**config.mk**
```make
export PLATFORM = sky130hd
export DESIGN_NAME = hrb_register_bank
export DESIGN_NICKNAME = d
export VERILOG_FILES = /design/src/hdl/hrb_pkg.sv /design/src/hdl/hrb_register_bank.sv
export SDC_FILE = /design/constraint.sdc
export NUM_CORES = 2
export LEC_CHECK = 0
export BUFFER_PORTS_ARGS = -buffer_cell sky130_fd_sc_hd__buf_2
export CAP_MARGIN = 15
export CORE_ASPECT_RATIO = 1.75
export CORE_MARGIN = 10
export CORE_UTILIZATION = 60
export DETAILED_ROUTE_END_ITERATION = 12
export GPL_TIMING_DRIVEN = 0
export PLACE_DENSITY_LB_ADDON = 0.3
export SLEW_MARGIN = 5
export SYNTH_ARGS = -nofsm -noshare
export SYNTH_HDL_FRONTEND = slang
export SYNTH_SLANG_ARGS = --single-unit
```
**constraint.sdc**
```tcl
create_clock -name clk -period 4.31 [get_ports clk]
set_input_delay 0.431 -clock clk [delete_from_list [all_inputs] [get_ports clk]]
set_output_delay 0.431 -clock clk [all_outputs]
set_load 0.1 [all_outputs]
```
**src/hdl/hrb_pkg.sv**
```systemverilog
// Constants, field positions and types shared by the haptic register bank.
package hrb_pkg;
  localparam logic [7:0] ADDR_STATUS  = 8'h00;
  localparam logic [7:0] ADDR_CONFIG  = 8'h01;
  localparam logic [7:0] ADDR_CONTROL = 8'h02;
  localparam logic [7:0] ADDR_SLOT0   = 8'h03;
  localparam logic [7:0] ADDR_SLOT7   = 8'h0A;
  localparam logic [7:0] ADDR_QUEUE   = 8'h0B;
  localparam logic [7:0] ADDR_PAGE    = 8'hFF;

  localparam int STAT_ILLEGAL_BIT = 2;
  localparam int STAT_EMPTY_BIT   = 1;
  localparam int STAT_FULL_BIT    = 0;
  localparam int CFG_ID_LSB       = 3;
  localparam int CFG_SRC_BIT      = 2;
  localparam int CFG_GAIN_LSB     = 0;
  localparam int CTL_RST_BIT      = 7;
  localparam int CTL_STBY_BIT     = 6;
  localparam int CTL_TMO_LSB      = 2;
  localparam int CTL_OVR_BIT      = 1;
  localparam int CTL_GO_BIT       = 0;

  localparam logic [7:0] STATUS_RST  = 8'h02;
  localparam logic [7:0] CONTROL_RST = 8'h40;
  localparam logic [7:0] SLOT_RST    = 8'h00;
  localparam logic [7:0] PAGE_RST    = 8'h00;
  localparam logic [1:0] GAIN_RST    = 2'h0;
  localparam logic [1:0] TMO_RST     = 2'h0;
  // Arbitrary neutral identifier value.
  localparam logic [3:0] PART_ID_DEFAULT = 4'hA;

  localparam int QUEUE_DEPTH = 100;
  localparam int SLOT_COUNT  = 8;

  localparam int CLK_PERIOD_NS    = 25;
  localparam int IDLE_STEP_MS     = 5;
  localparam int IDLE_STEP_CYCLES = IDLE_STEP_MS * 1000000 / CLK_PERIOD_NS;
  localparam int IDLE_W           = 24;

  localparam logic [9:0] GAIN_V_25   = 10'd25;
  localparam logic [9:0] GAIN_V_50   = 10'd50;
  localparam logic [9:0] GAIN_V_75   = 10'd75;
  localparam logic [9:0] GAIN_V_100  = 10'd100;
  localparam logic [9:0] GAIN_DB_288 = 10'd288;
  localparam logic [9:0] GAIN_DB_348 = 10'd348;
  localparam logic [9:0] GAIN_DB_384 = 10'd384;
  localparam logic [9:0] GAIN_DB_407 = 10'd407;

  typedef enum logic [1:0] {
    SEQ_IDLE  = 2'b00,
    SEQ_START = 2'b01,
    SEQ_WAIT  = 2'b11
  } hrb_seq_t;
endpackage

```
**src/hdl/hrb_register_bank.sv**
```systemverilog
// Byte-wide register bank with sample queue, sequencer and idle timer.
//
// Contract
// - Status bit 2 shows illegal generator operation.
// - Status bit 1 shows empty queue, resets 1.
// - Full flag bit 0; full queue drops writes.
// - Config bit 2 selects digital or analog source.
// - Gain code decodes to volts or dB.
// - Sequencer plays slots until zero or eight.
// - Standby bit resets 1; zero makes device active.
// - Idle timeout code gives 5-20 ms delay.
// - Force-on bit keeps output stages enabled.
`timescale 1ns/1ps
`default_nettype none
module hrb_register_bank #(
  parameter int         QUEUE_DEPTH      = hrb_pkg::QUEUE_DEPTH,
  parameter int         IDLE_STEP_CYCLES = hrb_pkg::IDLE_STEP_CYCLES,
  parameter logic [3:0] PART_ID          = hrb_pkg::PART_ID_DEFAULT
) (
  input  wire logic       clk,
  input  wire logic       reset,
  input  wire logic [7:0] reg_addr,
  input  wire logic [7:0] reg_wdata,
  input  wire logic       reg_wr,
  input  wire logic       reg_rd,
  output logic      [7:0] reg_rdata,
  input  wire logic       illegal_op,
  input  wire logic       seq_done,
  output logic            seq_play,
  output logic      [7:0] seq_id,
  output logic            seq_busy,
  input  wire logic       sample_pop,
  output logic            sample_valid,
  output logic      [7:0] sample_data,
  output logic            standby,
  output logic            source_select,
  output logic      [1:0] gain_code,
  output logic      [9:0] gain_level,
  output logic            stage_enable
);
  import hrb_pkg::*;

  localparam int PW = $clog2(QUEUE_DEPTH);
  localparam int CW = $clog2(QUEUE_DEPTH + 1);

  function automatic logic [9:0] gain_decode(input logic src, input logic [1:0] code);
    logic [9:0] v;
    v = GAIN_V_25;
    case ({src, code})
      3'b000:  v = GAIN_V_25;
      3'b001:  v = GAIN_V_50;
      3'b010:  v = GAIN_V_75;
      3'b011:  v = GAIN_V_100;
      3'b100:  v = GAIN_DB_288;
      3'b101:  v = GAIN_DB_348;
      3'b110:  v = GAIN_DB_384;
      3'b111:  v = GAIN_DB_407;
      default: v = GAIN_V_25;
    endcase
    return v;
  endfunction

  function automatic logic [IDLE_W-1:0] idle_load(input logic [1:0] code);
    return IDLE_W'((int'(code) + 1) * IDLE_STEP_CYCLES);
  endfunction

  logic            soft_rst_q;
  logic            src_q;
  logic [1:0]      gain_q;
  logic            stby_q;
  logic [1:0]      tmo_q;
  logic            ovr_q;
  logic            go_q;
  logic [7:0]      slot_q [SLOT_COUNT];
  logic [7:0]      page_q;
  logic [7:0]      mem_q [QUEUE_DEPTH];
  logic [PW-1:0]   wr_ptr_q;
  logic [PW-1:0]   rd_ptr_q;
  logic [CW-1:0]   cnt_q;
  logic [IDLE_W-1:0] idle_q;
  hrb_seq_t        state_q;
  logic [2:0]      idx_q;
  logic [7:0]      rdata_q;

  wire       clr       = reset | soft_rst_q;
  wire       page0     = page_q == PAGE_RST;
  wire       wr_cfg    = reg_wr & page0 & (reg_addr == ADDR_CONFIG);
  wire       wr_ctl    = reg_wr & page0 & (reg_addr == ADDR_CONTROL);
  wire       in_slots  = (reg_addr >= ADDR_SLOT0) & (reg_addr <= ADDR_SLOT7);
  wire [2:0] slot_sel  = 3'(reg_addr - ADDR_SLOT0);
  wire       wr_slot   = reg_wr & page0 & in_slots;
  wire       q_full    = cnt_q == CW'(QUEUE_DEPTH);
  wire       q_empty   = cnt_q == '0;
  wire       q_push    = reg_wr & page0 & (reg_addr == ADDR_QUEUE) & ~q_full;
  wire       q_pop     = sample_pop & ~q_empty;
  wire       q_drained = q_pop & ~q_push & (cnt_q == CW'(1));
  wire [7:0] next_id   = slot_q[3'(idx_q + 3'd1)];
  wire       last_slot = (idx_q == 3'(SLOT_COUNT - 1)) | (next_id == 8'h00);
  // Finish on zero slot or eighth slot.
  wire       seq_finish = ((state_q == SEQ_IDLE) & go_q & (slot_q[0] == 8'h00))
                        | ((state_q == SEQ_WAIT) & go_q & seq_done & last_slot);
  // Host write of go wins over self-clear.
  wire       go_d      = wr_ctl ? reg_wdata[CTL_GO_BIT] : (go_q & ~seq_finish);

  wire [7:0] status_word  = {5'h00, illegal_op, q_empty, q_full};
  wire [7:0] config_word  = {1'b0, PART_ID, src_q, gain_q};
  wire [7:0] control_word = {1'b0, stby_q, 2'b00, tmo_q, ovr_q, go_q};
  wire [7:0] rd_mux =
      (reg_addr == ADDR_PAGE)                ? page_q :
      ~page0                                 ? 8'h00 :
      (reg_addr == ADDR_STATUS)              ? status_word :
      (reg_addr == ADDR_CONFIG)              ? config_word :
      (reg_addr == ADDR_CONTROL)             ? control_word :
      in_slots                               ? slot_q[slot_sel] :
                                               8'h00;

  always_ff @(posedge clk)
  begin
    if (reset)
      soft_rst_q <= 1'b0;
    else
      soft_rst_q <= wr_ctl & reg_wdata[CTL_RST_BIT] & ~soft_rst_q;
  end

  always_ff @(posedge clk)
  begin
    if (clr)
    begin
      src_q   <= CONTROL_RST[CFG_SRC_BIT] & 1'b0;
      gain_q  <= GAIN_RST;
      stby_q  <= CONTROL_RST[CTL_STBY_BIT];
      tmo_q   <= TMO_RST;
      ovr_q   <= CONTROL_RST[CTL_OVR_BIT];
      go_q    <= CONTROL_RST[CTL_GO_BIT];
      page_q  <= PAGE_RST;
      rdata_q <= 8'h00;
    end
    else
    begin
      if (wr_cfg)
      begin
        src_q  <= reg_wdata[CFG_SRC_BIT];
        gain_q <= reg_wdata[CFG_GAIN_LSB +: 2];
      end
      if (wr_ctl)
      begin
        stby_q <= reg_wdata[CTL_STBY_BIT];
        tmo_q  <= reg_wdata[CTL_TMO_LSB +: 2];
        ovr_q  <= reg_wdata[CTL_OVR_BIT];
      end
      go_q <= go_d;
      if (reg_wr & (reg_addr == ADDR_PAGE))
        page_q <= reg_wdata;
      if (reg_rd)
        rdata_q <= rd_mux;
    end
  end

  generate
    for (genvar i = 0; i < SLOT_COUNT; i++)
    begin : g_slot
      always_ff @(posedge clk)
      begin
        if (clr)
          slot_q[i] <= SLOT_RST;
        else if (wr_slot && slot_sel == 3'(i))
          slot_q[i] <= reg_wdata;
      end
    end
    for (genvar j = 0; j < QUEUE_DEPTH; j++)
    begin : g_mem
      always_ff @(posedge clk)
      begin
        if (clr)
          mem_q[j] <= 8'h00;
        else if (q_push && wr_ptr_q == PW'(j))
          mem_q[j] <= reg_wdata;
      end
    end
  endgenerate

  always_ff @(posedge clk)
  begin
    if (clr)
    begin
      wr_ptr_q <= '0;
      rd_ptr_q <= '0;
      cnt_q    <= '0;
    end
    else
    begin
      if (q_push)
        wr_ptr_q <= (wr_ptr_q == PW'(QUEUE_DEPTH - 1)) ? '0 : PW'(wr_ptr_q + 1'b1);
      if (q_pop)
        rd_ptr_q <= (rd_ptr_q == PW'(QUEUE_DEPTH - 1)) ? '0 : PW'(rd_ptr_q + 1'b1);
      if (q_push & ~q_pop)
        cnt_q <= CW'(cnt_q + 1'b1);
      else if (q_pop & ~q_push)
        cnt_q <= CW'(cnt_q - 1'b1);
    end
  end

  // Idle delay after the queue drains.
  always_ff @(posedge clk)
  begin
    if (clr)
      idle_q <= '0;
    else if (q_drained)
      idle_q <= idle_load(tmo_q);
    else if (q_push)
      idle_q <= '0;
    else if (idle_q != '0)
      idle_q <= IDLE_W'(idle_q - 1'b1);
  end

  always_ff @(posedge clk)
  begin
    if (clr)
    begin
      state_q <= SEQ_IDLE;
      idx_q   <= 3'd0;
    end
    else
    begin
      case (state_q)
        SEQ_IDLE:
        begin
          idx_q <= 3'd0;
          if (go_q && slot_q[0] != 8'h00)
            state_q <= SEQ_START;
        end
        SEQ_START:
          state_q <= go_q ? SEQ_WAIT : SEQ_IDLE;
        SEQ_WAIT:
        begin
          if (!go_q || (seq_done && last_slot))
            state_q <= SEQ_IDLE;
          else if (seq_done)
          begin
            idx_q   <= 3'(idx_q + 3'd1);
            state_q <= SEQ_START;
          end
        end
        default:
          state_q <= SEQ_IDLE;
      endcase
    end
  end

  assign reg_rdata     = rdata_q;
  assign seq_play      = state_q == SEQ_START;
  assign seq_id        = slot_q[idx_q];
  assign seq_busy      = state_q != SEQ_IDLE;
  assign sample_valid  = ~q_empty;
  assign sample_data   = mem_q[rd_ptr_q];
  assign standby       = stby_q;
  assign source_select = src_q;
  assign gain_code     = gain_q;
  assign gain_level    = gain_decode(src_q, gain_q);
  assign stage_enable  = ovr_q | (~stby_q & (~q_empty | (idle_q != '0) | seq_busy));
endmodule
`default_nettype wire

```
==> metrics.md <==
| Metric | Value |
|---|---|
| WP data arrival | 4.02 ns |
| Leak | 20.2 nW |
| Starting density of the core | 60.4% |
| Clk sinks | 958 |
| Most common cell after layout, fill and taps aside | edfxtp_1 |
| Final-report max-slew violation count | 0 |
| Final instance area | 0.0515 mm^2 |
| CP Cell Sequence | clkbuf_2 > clkdlybuf4s18_2 > mux2i_2 > o21ai_1 > o21ai_0 > o22ai_1 > buf_4 |
| Reg area | 0.0278 mm^2 |
| Via-to-Cell Ratio | 7.28 |
| Top_reg_cell synth | edfxtp_1 |
| RSZ-0062 raised after global routing | yes |
| Logic pwr share | 23.8% |
| WP data required | 3.88 ns |
| Routed Antenna Nets | 0 |
| R2R cell count | 9 |
| I/O pin count | 65 |
| DR WL/cell | 39.8 um |
| Register area share after synthesis | 60.4% |
| DRT Pass-1 Iters | 6 |
| Worst setup margin | -0.143 ns |
| Net Sw Power | 7.64 mW |
| Layout cells sized above 1 | 20.6% |
| Synthesized Nets | 3,332 |
| Core Region | 0.0763 mm^2 |
| Slowest-stage cell, CP | clkdlybuf4s18_2 |
| Post-route minimum period | 4.45 ns |
| WL final | 183,000 um |
| Measured slew at the worst slew-check pin | 1.36 ns |
| Syn_area_per_cell | 14.1 um^2 |
| Clock Path Buffers | 3 |
| Delay-heaviest family, CP | buffers and inverters |
| Die Width | 229 um |
| Sw Share | 31.4% |
| Clock power share | 31.4% |
| Port buffer count | 58 |
| PD cells | 472 mW/mm^2 |
| Final setup vio count | 14 |
| Detailed Place HPWL | 135,000 um |
| Worst setup SP type | register |
| Filler cell count | 5,358 |
| Status | finished, violations left |
| Synth warn | 0 |
| Ys async rst share | 0% |
| Rel. slew slack | 9.03% |
| Leading area contributor after synthesis | edfxtp_1 |
| Distinct cells, synth | 81 |
| Max Cap Viol | 0 |
| Worst-path maximum fanout | 10 |
| Die area | 0.0887 mm^2 |
| First-pass GRT wire length | 253,000 um |
| Failing checks | setup timing |
| Initial antenna violation count | 15 |
| Area of the multi-input gates | 0.0164 mm^2 |
| Via count | 33,500 |
| Placed Area | 0.0482 mm^2 |
| Total track usage | 41.1% |
| Most frequent cells in the layout | edfxtp_1 (864), and3_1 (790), mux4_2 (257) |
| Hold Path Depth | 3 |
| Reg2reg setup slack | -0.03 ns |
| Post-place setup slack | -0.942 ns |
| Vias in the first global route | 33,700 |
| P_int | 16.7 mW |
| Final Wtd Congestion | 1.06 |
| Area grow syn2layout | 11.9% |
| # H-tree levels | 3 |
| Mapped Cells | 3,277 |
| Critical path endpoint category | output port |
| CP bufs+invs | 3 |
| Nets | 3,556 |
| Synth area leaders | edfxtp_1 (56%), mux4_2 (13%), and3_1 (11%), dfxtp_1 (4.1%), clkbuf_1 (2.1%) |
| EDFF count, synth | 864 |
| GRT overflow | 0 |
| Tcrit/Tclk final | 103% |
| Clk slew on worst S/H paths | 0.07 ns |
| Clk root buf | clkbuf_16 |
| Hold_buf cts | 0 |
| Clk Latency, worst-skew pair | 0.72 ns |
| Drt first-iter violations | 4,950 |
| Reg power frac | 44.8% |
| Hold Vio Cnt, Final | 0 |
| Synth top area share | 56.3% |
| Hold Path Class | input pin to register |
| Crit path depth | 7 |
| Height of the die | 387 um |
| Register bit total from synthesis | 958 |
| Largest net degree at the start of global routing | 16 |
| CTS Buf Count | 86 |
| DRC | 0 |
| CTS tree | yes |
| # rows | 134 |
| Peak VDD IR | 0.000488 V |
| Post-synthesis cell area | 0.0461 mm^2 |
| Crit Path Class | register to output port |
| FMAX | 225 MHz |
| Clock Skew | 0.0276 ns |
| CP max stage delay | 0.66 ns |
## synth_stat cells, types with 23 or more instances
cell type	count
nor3_1	28
edfxtp_1	864
dfxtp_1	94
buf_1	24
mux4_2	257
clkbuf_1	253
nand2_1	65
o21ai_1	23
nand3_1	30
inv_1	25
and2_1	107
o21ai_0	117
buf_6	25
xor2_1	23
a21oi_1	41
nor2_1	105
buf_2	44
ha_1	32
and3_1	790
mux2i_1	42
## power groups by stage
stage / clock [mW] / sequential [mW] / combinational, mW
after CTS: 7.55 / 10.9 / 5.42
final: 7.64 / 10.9 / 5.79
after floorplan: 0 / 11.0 / 3.10
after global routing: 7.90 / 10.9 / 5.84
after global placement: 0 / 11.0 / 5.06
after detailed placement: 0 / 11.1 / 5.20
## area by class of cell
| type | instances | share of cell area (%) |
|---|---|---|
| Antenna cell | 12 | 0.0583 |
| Multi-Input combinational cell | 1906 | 31.9 |
| Inverter | 27 | 0.199 |
| Timing Repair Buffer | 138 | 1.88 |
| Sequential cell | 958 | 54.0 |
| Clock inverter | 59 | 0.910 |
| Tap cell | 1020 | 2.48 |
| Buffer | 384 | 4.31 |
| Clock buffer | 100 | 4.28 |
## metal layers
metal  vias up  GRT usage [%]  wire, um
met2      2909           67.1     87400
met5         -              0        43
met4         6           39.4     23300
li1      13100              -         -
met3       939           12.0     20500
met1     16500           41.3     51800
## cell families after synthesis
logic type | Yosys count | synth area share (%)
buf+inv | 413 | 4.38
fa+ha+maj | 32 | 0.869
compound gates | 275 | 3.57
xor+xnor | 38 | 0.723
simple gates | 1243 | 16.1
flops | 958 | 60.4
other cells | 1 | 0.00814
mux | 317 | 13.9
## worst min-delay path, delay by kind of cell
| family | cells | cell delay (ns) |
|---|---|---|
| AO/OA/AOI/OAI | 1 | 0.07 |
| buffers and inverters | 1 | 0.12 |
| AND/OR/NAND/NOR | 1 | 0.08 |
## sequential cells by signal, summed over array words and instances, names as in the netlist, named ones only
register       flops
rd_ptr_q           7
go_q               1
ovr_q              1
page_q             8
wr_ptr_q           7
slot_q            64
soft_rst_q         1
source_select      1
gain_code          2
reg_rdata          8
idx_q              3
mem_q            800
standby            1
cnt_q              7
idle_q            24
state_q            2
tmo_q              2
gain_level         9
## metrics by stage
stage / power [mW] / TNS, ns / std cells / utilization [%] / hold slack, ns
floorplan: 14.1 / 0 / 3277 / - / 0.453
global placement: 16.1 / -148.49 / 4355 / 62.4 / 0.469
finish: 24.3 / -0.767 / 4604 / 67.6 / 0.0557
CTS: 23.9 / -0.00661 / 4579 / 67.1 / 0.0378
global route: 24.7 / -0.0608 / 4593 / 67.5 / 0.0772
detailed placement: 16.3 / -20.55 / 4422 / 63.2 / 0.477
## final timing paths
| path | start | endpoint |
|---|---|---|
| setup reg to reg | page_q[3] | mem_q[57][2] |
| hold / removal | reg_wdata[1] | gain_code[1] |
| hold reg to reg | reg_rdata[5] | reg_rdata[5] |
| setup / recovery | register | sample_data[3] |
## repair_timing
item,CTS,global route
pin swaps,1,4
endpoints found under the setup margin,8,77
buffers inserted,0,3
gates cloned,0,0
resized for setup,135,51
Power figures use the tool's default switching activity.
